[config.mk]
export PLATFORM = sky130hd
export DESIGN_NAME = pfc_host
export DESIGN_NICKNAME = d
export VERILOG_FILES = /design/src/rtl/pfc_pkg.sv /design/src/rtl/pfc_host.sv
export VERILOG_INCLUDE_DIRS = /design/src /design/src/rtl
export SDC_FILE = /design/constraint.sdc
export NUM_CORES = 1
export LEC_CHECK = 0
export ABC_CLOCK_PERIOD_IN_PS = 2100
export BUFFER_PORTS_ARGS = -buffer_cell sky130_fd_sc_hd__buf_2
export CAP_MARGIN = 20
export CORE_MARGIN = 2
export CORE_UTILIZATION = 50
export CTS_CLUSTER_SIZE = 12
export DETAILED_ROUTE_END_ITERATION = 16
export PLACE_DENSITY = 0.78
export SLEW_MARGIN = 20
export SYNTH_ARGS = -nofsm -noshare
export SYNTH_HDL_FRONTEND = slang
export SYNTH_SLANG_ARGS = --single-unit
[constraint.sdc]
create_clock -name CLOCK -period 2.1 [get_ports CLOCK]
set_input_delay 0.21 -clock CLOCK [delete_from_list [all_inputs] [get_ports CLOCK]]
set_output_delay 0.21 -clock CLOCK [all_outputs]
set_load 0.005 [all_outputs]
[src/rtl/pfc_consts.svh]
/*
 * Constants of the parallel flash command port host: timing counts at the
 * 250 MHz CLOCK, command addresses and command values.
 * Assumes inclusion by bare name from the host module.
 */
`ifndef PFC_CONSTS_SVH
`define PFC_CONSTS_SVH

`define PFC_CLK_PERIOD_NS 4
`define PFC_WP_NS 50
`define PFC_WPH_NS 40
`define PFC_TOGGLE_HI_NS 150
`define PFC_ACC_NS 45
`define PFC_WP_CYC ((`PFC_WP_NS + `PFC_CLK_PERIOD_NS - 1) / `PFC_CLK_PERIOD_NS)
`define PFC_WPH_CYC ((`PFC_WPH_NS + `PFC_CLK_PERIOD_NS - 1) / `PFC_CLK_PERIOD_NS)
`define PFC_TOGGLE_HI_CYC ((`PFC_TOGGLE_HI_NS + `PFC_CLK_PERIOD_NS - 1) / `PFC_CLK_PERIOD_NS)
`define PFC_ACC_CYC ((`PFC_ACC_NS + `PFC_CLK_PERIOD_NS - 1) / `PFC_CLK_PERIOD_NS)
`define PFC_SYNC_CYC 2
`define PFC_CNT_W 6

`define PFC_ADDR_555 12'h555
`define PFC_ADDR_AAA 12'hAAA
`define PFC_ADDR_EXIT 12'h000
`define PFC_DAT_UNLOCK1 8'hAA
`define PFC_DAT_UNLOCK2 8'h55
`define PFC_DAT_ID_ENTRY 8'h90
`define PFC_DAT_ID_EXIT 8'hF0
`define PFC_DAT_PROG 8'hA0
`define PFC_DAT_ERASE 8'h80
`define PFC_DAT_CHIP_ERASE 8'h10
`define PFC_DAT_MAIN_ERASE 8'h30
`define PFC_TOGGLE_BIT 6

`endif

[src/rtl/pfc_pkg.sv]
/*
 * Types of the parallel flash command port host.
 * Assumes pfc_consts.svh on the include path.
 */
package pfc_pkg;
    typedef enum logic [2:0] {
        PFC_OP_READ = 3'h0,
        PFC_OP_PROG = 3'h1,
        PFC_OP_ID_ENTRY = 3'h2,
        PFC_OP_ID_EXIT = 3'h3,
        PFC_OP_CHIP_ERASE = 3'h4,
        PFC_OP_MAIN_ERASE = 3'h5,
        PFC_OP_ID_READ = 3'h6
    } pfc_op_type;

    typedef enum logic [2:0] {
        PFC_ST_IDLE = 3'h0,
        PFC_ST_WR_LO = 3'h1,
        PFC_ST_WR_HI = 3'h3,
        PFC_ST_RD_LO = 3'h2,
        PFC_ST_RD_HI = 3'h6
    } pfc_state_type;
endpackage : pfc_pkg

[src/rtl/pfc_host.sv]
/*
 * Host controller that drives a 16-bit parallel flash through its pins:
 * reads, identification reads, command sequences, word program, erase,
 * and toggle-bit completion polling.
 * Assumes a clockless flash on the pins and a user on the CLOCK domain.
 */
// Function
// - command value only in low data byte
// - only low twelve address bits decoded
// - AA@555, 55@AAA, 90@555 enters identification
// - erase final value 10 chip, 30 main
// - output enable high during erase writes
// - toggle reads: high phase at least 150 ns
// - no assumed toggle bit level
// - constant address during whole polling sequence
// - F0 at any address exits identification
`timescale 1ns/100ps
`include "pfc_consts.svh"

module pfc_host (
    input wire logic CLOCK,
    input wire logic RST_N,
    input wire logic CMD_VALID,
    output logic CMD_READY,
    input wire pfc_pkg::pfc_op_type CMD_OP,
    input wire logic [15:0] CMD_ADDR,
    input wire logic [15:0] CMD_DATA,
    output logic CMD_DONE,
    output logic RSP_VALID,
    output logic [15:0] RSP_DATA,
    output logic ID_MODE,
    output logic [15:0] FL_ADDR,
    output logic FL_CE_N,
    output logic FL_OE_N,
    output logic FL_WE_N,
    input wire logic [15:0] FL_DQ_IN,
    output logic [15:0] FL_DQ_OUT,
    output logic FL_DQ_OE
);
    localparam logic [5:0] WP_LAST = 6'(`PFC_WP_CYC - 1);
    localparam logic [5:0] WPH_LAST = 6'(`PFC_WPH_CYC - 1);
    localparam logic [5:0] RD_LAST = 6'(`PFC_ACC_CYC + `PFC_SYNC_CYC - 1);
    localparam logic [5:0] TH_LAST = 6'(`PFC_TOGGLE_HI_CYC - 1);

    // number of write cycles of a command sequence
    function automatic logic [2:0] seq_len(input pfc_pkg::pfc_op_type op);
        unique case (op)
            pfc_pkg::PFC_OP_PROG: seq_len = 3'h4;
            pfc_pkg::PFC_OP_ID_ENTRY: seq_len = 3'h3;
            pfc_pkg::PFC_OP_ID_EXIT: seq_len = 3'h1;
            pfc_pkg::PFC_OP_CHIP_ERASE, pfc_pkg::PFC_OP_MAIN_ERASE: seq_len = 3'h6;
            default: seq_len = 3'h0;
        endcase
    endfunction : seq_len

    // address and data of one write cycle: {addr, data}
    function automatic logic [31:0] cyc_word(input pfc_pkg::pfc_op_type op, input logic [2:0] idx,
                                             input logic [15:0] a, input logic [15:0] d);
        logic [19:0] w;
        w = {`PFC_ADDR_555, `PFC_DAT_UNLOCK1};
        if (op == pfc_pkg::PFC_OP_ID_EXIT) begin
            w = {`PFC_ADDR_EXIT, `PFC_DAT_ID_EXIT};
        end else begin
            unique case (idx)
                3'h1, 3'h4: w = {`PFC_ADDR_AAA, `PFC_DAT_UNLOCK2};
                3'h2: begin
                    if (op == pfc_pkg::PFC_OP_ID_ENTRY) begin
                        w = {`PFC_ADDR_555, `PFC_DAT_ID_ENTRY};
                    end else if (op == pfc_pkg::PFC_OP_PROG) begin
                        w = {`PFC_ADDR_555, `PFC_DAT_PROG};
                    end else begin
                        w = {`PFC_ADDR_555, `PFC_DAT_ERASE};
                    end
                end
                3'h5: w = {`PFC_ADDR_555, (op == pfc_pkg::PFC_OP_CHIP_ERASE) ?
                           `PFC_DAT_CHIP_ERASE : `PFC_DAT_MAIN_ERASE};
                default: w = {`PFC_ADDR_555, `PFC_DAT_UNLOCK1};
            endcase
        end
        if (op == pfc_pkg::PFC_OP_PROG && idx == 3'h3) begin
            cyc_word = {a, d};
        end else begin
            cyc_word = {4'h0, w[19:8], 8'h00, w[7:0]};
        end
    endfunction : cyc_word

    // pin input synchroniser
    logic [15:0] dq_s1;
    logic [15:0] dq_s2;
    always_ff @(posedge CLOCK) begin
        if (!RST_N) begin
            dq_s1 <= 16'h0000;
            dq_s2 <= 16'h0000;
        end else begin
            dq_s1 <= FL_DQ_IN;
            dq_s2 <= dq_s1;
        end
    end

    pfc_pkg::pfc_state_type state, next_state;
    pfc_pkg::pfc_op_type op, next_op;
    logic [5:0] cnt, next_cnt;
    logic [2:0] step, next_step;
    logic [15:0] addr, next_addr;
    logic [15:0] data, next_data;
    logic prev6, next_prev6;
    logic have_prev, next_have_prev;
    logic fin, next_fin;
    logic id_mode, next_id_mode;
    logic done, next_done;
    logic rsp_valid, next_rsp_valid;
    logic [15:0] rsp_data, next_rsp_data;
    logic [15:0] pin_addr, next_pin_addr;
    logic [15:0] pin_dq, next_pin_dq;
    logic ce_n, next_ce_n;
    logic oe_n, next_oe_n;
    logic we_n, next_we_n;
    logic dq_oe, next_dq_oe;
    logic poll_op;
    logic [31:0] word;

    assign poll_op = (op == pfc_pkg::PFC_OP_PROG) || (op == pfc_pkg::PFC_OP_CHIP_ERASE)
                     || (op == pfc_pkg::PFC_OP_MAIN_ERASE);

    always_comb begin
        next_state = state;
        next_op = op;
        next_cnt = cnt + 6'h01;
        next_step = step;
        next_addr = addr;
        next_data = data;
        next_prev6 = prev6;
        next_have_prev = have_prev;
        next_fin = fin;
        next_id_mode = id_mode;
        next_done = 1'b0;
        next_rsp_valid = 1'b0;
        next_rsp_data = rsp_data;
        next_pin_addr = pin_addr;
        next_pin_dq = pin_dq;
        next_ce_n = ce_n;
        next_oe_n = oe_n;
        next_we_n = we_n;
        next_dq_oe = dq_oe;
        word = cyc_word(op, step + 3'h1, addr, data);
        unique case (state)
            pfc_pkg::PFC_ST_IDLE: begin
                next_cnt = 6'h00;
                word = cyc_word(CMD_OP, 3'h0, CMD_ADDR, CMD_DATA);
                if (CMD_VALID) begin
                    next_op = CMD_OP;
                    next_step = 3'h0;
                    next_data = CMD_DATA;
                    next_have_prev = 1'b0;
                    next_addr = CMD_ADDR;
                    next_ce_n = 1'b0;
                    if (CMD_OP == pfc_pkg::PFC_OP_READ || CMD_OP == pfc_pkg::PFC_OP_ID_READ) begin
                        if (CMD_OP == pfc_pkg::PFC_OP_ID_READ) begin
                            next_addr = {15'h0000, CMD_ADDR[0]};
                        end
                        next_pin_addr = next_addr;
                        next_oe_n = 1'b0;
                        next_fin = 1'b1;
                        next_state = pfc_pkg::PFC_ST_RD_LO;
                    end else begin
                        next_pin_addr = word[31:16];
                        next_pin_dq = word[15:0];
                        next_dq_oe = 1'b1;
                        next_we_n = 1'b0;
                        next_state = pfc_pkg::PFC_ST_WR_LO;
                    end
                end
            end
            pfc_pkg::PFC_ST_WR_LO: begin
                if (cnt == WP_LAST) begin
                    next_cnt = 6'h00;
                    next_we_n = 1'b1;
                    next_ce_n = 1'b1;
                    next_state = pfc_pkg::PFC_ST_WR_HI;
                end
            end
            pfc_pkg::PFC_ST_WR_HI: begin
                if (cnt == WPH_LAST) begin
                    next_cnt = 6'h00;
                    if (step == seq_len(op) - 3'h1) begin
                        next_dq_oe = 1'b0;
                        if (op == pfc_pkg::PFC_OP_ID_ENTRY) begin
                            next_id_mode = 1'b1;
                        end
                        if (op == pfc_pkg::PFC_OP_ID_EXIT) begin
                            next_id_mode = 1'b0;
                        end
                        if (poll_op) begin
                            next_pin_addr = addr;
                            next_fin = 1'b0;
                            next_ce_n = 1'b0;
                            next_oe_n = 1'b0;
                            next_state = pfc_pkg::PFC_ST_RD_LO;
                        end else begin
                            next_done = 1'b1;
                            next_state = pfc_pkg::PFC_ST_IDLE;
                        end
                    end else begin
                        next_step = step + 3'h1;
                        next_pin_addr = word[31:16];
                        next_pin_dq = word[15:0];
                        next_we_n = 1'b0;
                        next_ce_n = 1'b0;
                        next_state = pfc_pkg::PFC_ST_WR_LO;
                    end
                end
            end
            pfc_pkg::PFC_ST_RD_LO: begin
                if (cnt == RD_LAST) begin
                    next_cnt = 6'h00;
                    next_rsp_data = dq_s2;
                    next_prev6 = dq_s2[`PFC_TOGGLE_BIT];
                    next_have_prev = 1'b1;
                    if (poll_op && have_prev && dq_s2[`PFC_TOGGLE_BIT] == prev6) begin
                        next_fin = 1'b1;
                    end
                    next_oe_n = 1'b1;
                    next_ce_n = 1'b1;
                    next_state = pfc_pkg::PFC_ST_RD_HI;
                end
            end
            pfc_pkg::PFC_ST_RD_HI: begin
                if (cnt == TH_LAST) begin
                    next_cnt = 6'h00;
                    if (fin) begin
                        next_done = 1'b1;
                        next_rsp_valid = !poll_op;
                        next_state = pfc_pkg::PFC_ST_IDLE;
                    end else begin
                        next_oe_n = 1'b0;
                        next_ce_n = 1'b0;
                        next_state = pfc_pkg::PFC_ST_RD_LO;
                    end
                end
            end
            default: begin
                next_state = pfc_pkg::PFC_ST_IDLE;
            end
        endcase
    end

    always_ff @(posedge CLOCK) begin
        if (!RST_N) begin
            state <= pfc_pkg::PFC_ST_IDLE;
            op <= pfc_pkg::PFC_OP_READ;
            cnt <= 6'h00;
            step <= 3'h0;
            addr <= 16'h0000;
            data <= 16'h0000;
            prev6 <= 1'b0;
            have_prev <= 1'b0;
            fin <= 1'b0;
            id_mode <= 1'b0;
            done <= 1'b0;
            rsp_valid <= 1'b0;
            rsp_data <= 16'h0000;
            pin_addr <= 16'h0000;
            pin_dq <= 16'h0000;
            ce_n <= 1'b1;
            oe_n <= 1'b1;
            we_n <= 1'b1;
            dq_oe <= 1'b0;
        end else begin
            state <= next_state;
            op <= next_op;
            cnt <= next_cnt;
            step <= next_step;
            addr <= next_addr;
            data <= next_data;
            prev6 <= next_prev6;
            have_prev <= next_have_prev;
            fin <= next_fin;
            id_mode <= next_id_mode;
            done <= next_done;
            rsp_valid <= next_rsp_valid;
            rsp_data <= next_rsp_data;
            pin_addr <= next_pin_addr;
            pin_dq <= next_pin_dq;
            ce_n <= next_ce_n;
            oe_n <= next_oe_n;
            we_n <= next_we_n;
            dq_oe <= next_dq_oe;
        end
    end

    assign CMD_READY = (state == pfc_pkg::PFC_ST_IDLE);
    assign CMD_DONE = done;
    assign RSP_VALID = rsp_valid;
    assign RSP_DATA = rsp_data;
    assign ID_MODE = id_mode;
    assign FL_ADDR = pin_addr;
    assign FL_DQ_OUT = pin_dq;
    assign FL_DQ_OE = dq_oe;
    assign FL_CE_N = ce_n;
    assign FL_OE_N = oe_n;
    assign FL_WE_N = we_n;

    // helper: run lengths of write-low and output-enable-high phases
    logic [7:0] we_lo_len;
    logic [7:0] oe_hi_len;
    always_ff @(posedge CLOCK) begin
        if (!RST_N) begin
            we_lo_len <= 8'h00;
            oe_hi_len <= 8'hFF;
        end else begin
            we_lo_len <= FL_WE_N ? 8'h00 : we_lo_len + {7'h00, we_lo_len != 8'hFF};
            oe_hi_len <= !FL_OE_N ? 8'h00 : oe_hi_len + {7'h00, oe_hi_len != 8'hFF};
        end
    end

    a_oe_during_write: assert property (@(posedge CLOCK) disable iff (!RST_N)
        (!FL_WE_N && !FL_CE_N) |-> FL_OE_N) else $error("output enable low during write");
    a_we_low_width: assert property (@(posedge CLOCK) disable iff (!RST_N)
        $rose(FL_WE_N) |-> we_lo_len >= 8'(`PFC_WP_CYC)) else $error("write pulse too short");
    a_oe_high_pulse: assert property (@(posedge CLOCK) disable iff (!RST_N)
        $fell(FL_OE_N) |-> oe_hi_len >= 8'(`PFC_TOGGLE_HI_CYC)) else $error("read high phase too short");
    a_cmd_upper_zero: assert property (@(posedge CLOCK) disable iff (!RST_N)
        ($fell(FL_WE_N) && !(op == pfc_pkg::PFC_OP_PROG && step == 3'h3))
        |-> (FL_ADDR[15:12] == 4'h0 && FL_DQ_OUT[15:8] == 8'h00)) else $error("command upper bits set");
    a_id_entry_mode: assert property (@(posedge CLOCK) disable iff (!RST_N)
        $rose(ID_MODE) |-> ($past(op) == pfc_pkg::PFC_OP_ID_ENTRY && $past(pin_dq[7:0]) == `PFC_DAT_ID_ENTRY))
        else $error("identification mode without entry");
    a_id_exit_mode: assert property (@(posedge CLOCK) disable iff (!RST_N)
        $fell(ID_MODE) |-> $past(op) == pfc_pkg::PFC_OP_ID_EXIT) else $error("identification left without exit");
    a_poll_addr_fixed: assert property (@(posedge CLOCK) disable iff (!RST_N)
        (poll_op && state == pfc_pkg::PFC_ST_RD_HI) ##1 (state == pfc_pkg::PFC_ST_RD_LO) |-> $stable(FL_ADDR))
        else $error("poll address moved");
    a_id_read_addr: assert property (@(posedge CLOCK) disable iff (!RST_N)
        (op == pfc_pkg::PFC_OP_ID_READ && !FL_OE_N) |-> FL_ADDR[15:1] == 15'h0000) else $error("bad id address");
    a_erase_final: assert property (@(posedge CLOCK) disable iff (!RST_N)
        ($fell(FL_WE_N) && step == 3'h5 && op == pfc_pkg::PFC_OP_CHIP_ERASE) |-> FL_DQ_OUT[7:0] == 8'h10)
        else $error("wrong erase value");
    a_poll_done: assert property (@(posedge CLOCK) disable iff (!RST_N)
        (CMD_DONE && poll_op) |-> (have_prev && RSP_DATA[`PFC_TOGGLE_BIT] == prev6 && fin))
        else $error("poll finished early");
endmodule : pfc_host

==> flow_summary.rst <==
.. list-table::
   :header-rows: 1

   * - Metric
     - Value
   * - Run status
     - finished, violations left
   * - Failing checks
     - setup timing
   * - Half-perimeter wire length of the detailed placement result
     - 9950 µm
   * - Final Cell Area
     - just under 8000 µm²
   * - Clock tree from TritonCTS
     - built
   * - Part of the Yosys area used for sequential elements
     - 0.471
   * - Maximum resistive drop on vdd
     - 0.655 mV
   * - Wire length reported by the detailed router
     - 16000 µm
   * - First-pass detailed-route iteration total
     - 7
   * - Final critical-path required period
     - 2.18 ns
   * - Sequential power share
     - 0.359
   * - Vias in the first global route
     - 5257
   * - Top flip-flop cell by instance count after synthesis
     - sky130_fd_sc_hd__dfxtp_1
   * - Initial DRC count
     - 406
   * - Final clock skew
     - between 0.01 and 0.015 ns
   * - Comb power frac
     - 0.311
   * - Synth async-reset ratio
     - 0
   * - Slowest stage cell on the critical path
     - sky130_fd_sc_hd__dfxtp_4
   * - Number of vias in the routed layout
     - between 5000 and 6000
   * - Number of enable-type register cells in the synthesized netlist
     - 0
   * - Final count of hold timing violations
     - 0
   * - Maximum operating frequency
     - 0.459 GHz
   * - Yosys reg bits
     - 136
   * - CP max FO
     - 8
   * - Kind of capture point of the worst setup path
     - flop
   * - Count of yosys warnings during synthesis
     - 0
   * - Period Utilization, post-route
     - 1.04
   * - Max-slew violation total from the final report
     - 0
   * - Worst endpoint data arrival time
     - 2.51 ns
   * - Classification of the worst-slack hold path
     - input port to flop
   * - Switching component of the power
     - 2.86 mW
   * - Cell area after technology mapping
     - 5780 µm²
   * - Kind of start point of the critical path
     - flop
   * - Final-report setup violation count
     - 18
   * - Placement-stage cell area
     - 6650 µm²
   * - Final cell count without fillers
     - 968
   * - Sw Share
     - 0.326
   * - Transition time at the pin with the least slew margin
     - 0.749 ns
   * - Hold WS
     - roughly 0.0069 ns
   * - Number of max-cap violations
     - 0
   * - Share of cells above drive strength 1
     - 0.314
   * - # fillers
     - 870
   * - Post-Syn Nets
     - 722
   * - Wire length of the first global-routing pass
     - 25000 µm
   * - Max H-tree Level
     - 4
   * - Initial Util
     - 0.510
   * - Width of the die
     - 111 µm
   * - Routed WL per cell
     - 16.5 µm
   * - Leakage
     - roughly 3.1 nW
   * - Core ar.
     - 11300 µm²
   * - Gate Count Post-Synth
     - 659
   * - Net total in the final layout
     - around 880
   * - CTS root buf
     - sky130_fd_sc_hd__clkbuf_16
   * - TritonCTS buffer count
     - 17
   * - Antenna-violating nets left
     - 0
   * - DIE HEIGHT
     - 111 µm
   * - Worst max-slew margin expressed relative to the limit
     - 0.500
   * - Critical path data required time
     - 2.43 ns
   * - Most used cells in the layout excluding fill and tap cells
     - 132 x sky130_fd_sc_hd__dfxtp_1, 115 x sky130_fd_sc_hd__nand2_1, 109 x sky130_fd_sc_hd__buf_2
   * - Gp weighted congestion
     - 0.905
   * - Utilization after layout
     - 0.682
   * - Syn_area_per_cell
     - ~8.8 µm²
   * - Maximum number of pins on one net before global-route repair
     - between 50 and 60
   * - Kind of critical path
     - flop to flop
   * - Clock power frac
     - 0.330
   * - Setup slack after layout
     - -0.0767 ns
   * - Clock insertion delay at the later pin of the skew report
     - 0.42 ns
   * - Final routed DRC violation total
     - 0
   * - Cells along the critical path
     - nand2b_4 -> nor2_4 -> a21oi_2 -> ha_4 -> xnor2_4 -> xnor2_2 -> buf_4 -> nand3_4 -> a21boi_4 -> buf_12 -> buf_8 -> nand2_1 -> a21oi_1
   * - Number of antenna violations at the first check in global routing
     - 0
   * - Synthesis-to-finish area growth
     - 33.6%
   * - Global-route congestion overflow total
     - 0
   * - Total power density per cell area
     - 1140 nW/µm²
   * - I/O Buffers
     - 109
   * - Number of vias per cell after detailed routing
     - 5.59
   * - Antenna diode count
     - 0
   * - Slowest cell delay on critical path
     - 0.34 ns
   * - Most common cell after layout, fill and taps aside
     - sky130_fd_sc_hd__dfxtp_1
   * - Die footprint
     - 12400 µm²
   * - Placed cells
     - 910
   * - Aggregate global-route resource usage
     - 0.246
   * - Clock tree buffer depth
     - 2
   * - Number of library cell types mapped by synthesis
     - 77
   * - RSZ-0062 raised after global routing
     - yes
   * - Post-CTS clock slew at the launch and capture registers of the worst setup and hold paths
     - ~0.060 ns
   * - Clock tree sinks
     - 136
   * - Number of top-level pins
     - 110
   * - Total number of placement rows
     - 39
   * - Internal Power
     - around 6 mW
-- metal layers --
layer | track usage | part of all wire | vias to the layer above
li1 | - | - | 2597
met1 | 0.309 | 0.42 | 2564
met2 | 0.406 | 0.50 | 210
met3 | 0.0539 | 0.060 | 44
met4 | 0.117 | 0.025 | 0
met5 | 0 | 0 | -
-- state kept, by name, summed over array words and instances (netlist names), 3 cells and up --
name	cells
FL_ADDR	16
FL_DQ_OUT	16
RSP_DATA	16
addr	16
data	16
dq_s1	16
dq_s2	16
cnt	6
op	3
state	3
step	3
-- area by class of cell --
cell class	count	area (µm²)	share of cell area
clock buffer	19	433	0.0561
inverter	12	48.8	0.00632
timing repair buffer	174	1150	0.149
clock inverter	13	146	0.0190
tap	143	179	0.0232
sequential	136	2730	0.354
multi-input combinational	471	3030	0.393
-- cells in the mapped netlist, drive strengths merged (2+ instances only) --
| master | n | area, µm² |
|---|---|---|
| dfxtp | 136 | 2720 |
| nand2 | 118 | 443 |
| a21oi | 97 | 489 |
| nand3 | 43 | 233 |
| and2 | 38 | 241 |
| o21ai | 30 | 169 |
| clkbuf | 26 | 138 |
| nor2 | 23 | 93.8 |
| buf | 18 | 109 |
| inv | 12 | 45.0 |
| nor3 | 12 | 70.1 |
| ha | 9 | 113 |
| xnor2 | 9 | 105 |
| a31oi | 8 | 50.1 |
| a32oi | 8 | 70.1 |
| a211oi | 7 | 52.6 |
| nand2b | 7 | 46.3 |
| xor2 | 5 | 51.3 |
| nor3b | 4 | 52.6 |
| and3 | 3 | 23.8 |
| o221ai | 3 | 26.3 |
| or3 | 3 | 23.8 |
| a21o | 2 | 15.0 |
| a221o | 2 | 20.0 |
| a22oi | 2 | 28.8 |
| a2bb2oi | 2 | 35.0 |
| nand3b | 2 | 15.0 |
| nand4 | 2 | 12.5 |
| o211ai | 2 | 15.0 |
| o21a | 2 | 16.3 |
| o21bai | 2 | 37.5 |
| o41ai | 2 | 17.5 |
-- critical path, delay by kind of cell (launching register included) --
| family | cells | cell delay (ns) |
|---|---|---|
| flops | 1 | 0.34 |
| buf+inv | 3 | 0.42 |
| xor+xnor | 2 | 0.36 |
| simple gates | 4 | 0.41 |
| fa+ha+maj | 1 | 0.18 |
| compound gates | 3 | 0.37 |
-- power groups by stage --
stage               Combinational, mW  Sequential, mW  Clock, mW
CTS                              2.47            3.14       2.92
global placement                 2.21            3.18          0
global route                     2.95            3.18       3.04
finish                           2.73            3.16       2.90
detailed placement               2.26            3.19          0
floorplan                        1.53            3.15          0
-- worst paths after layout --
path,startpoint,end,slack (ns),cells past startpoint
max,op[2],FL_DQ_OUT[5],-0.08,13
min,FL_DQ_IN[9],dq_s1[9],0.007,2
max reg2reg,op[2],FL_DQ_OUT[5],-0.08,13
min reg2reg,dq_s2[2],RSP_DATA[2],0.44,2
-- timing repair --
item / 4_1_cts / 5_1_grt
endpoints found under the setup margin: 27 / 39
resized for setup: 15 / 33
pin swaps: 15 / 15
hold endpoints to repair: 13 / 0
buffers inserted: 3 / 7
hold buffers: 13 / 0
gates cloned: 3 / 1
-- cells by family after synthesis --
logic type      after synthesis  synth area share
mux                           1           0.00173
xor+xnor                     14            0.0271
flops                       136             0.471
compound gates              181             0.202
buf+inv                      56            0.0505
fa+ha+maj                     9            0.0195
simple gates                262             0.228
-- stage by stage --
step | setup slack [ns] | power (mW) | setup TNS [ns]
after floorplan | 0.00676 | 4.68 | 0
after global placement | -0.109 | 5.38 | -0.630
after detailed placement | -0.229 | 5.45 | -2.36
after CTS | 0.00216 | 8.53 | 0
after global routing | -0.146 | 9.17 | -2.42
final | -0.0767 | 8.78 | -0.551
No activity file was read; power rests on OpenSTA's default activity.
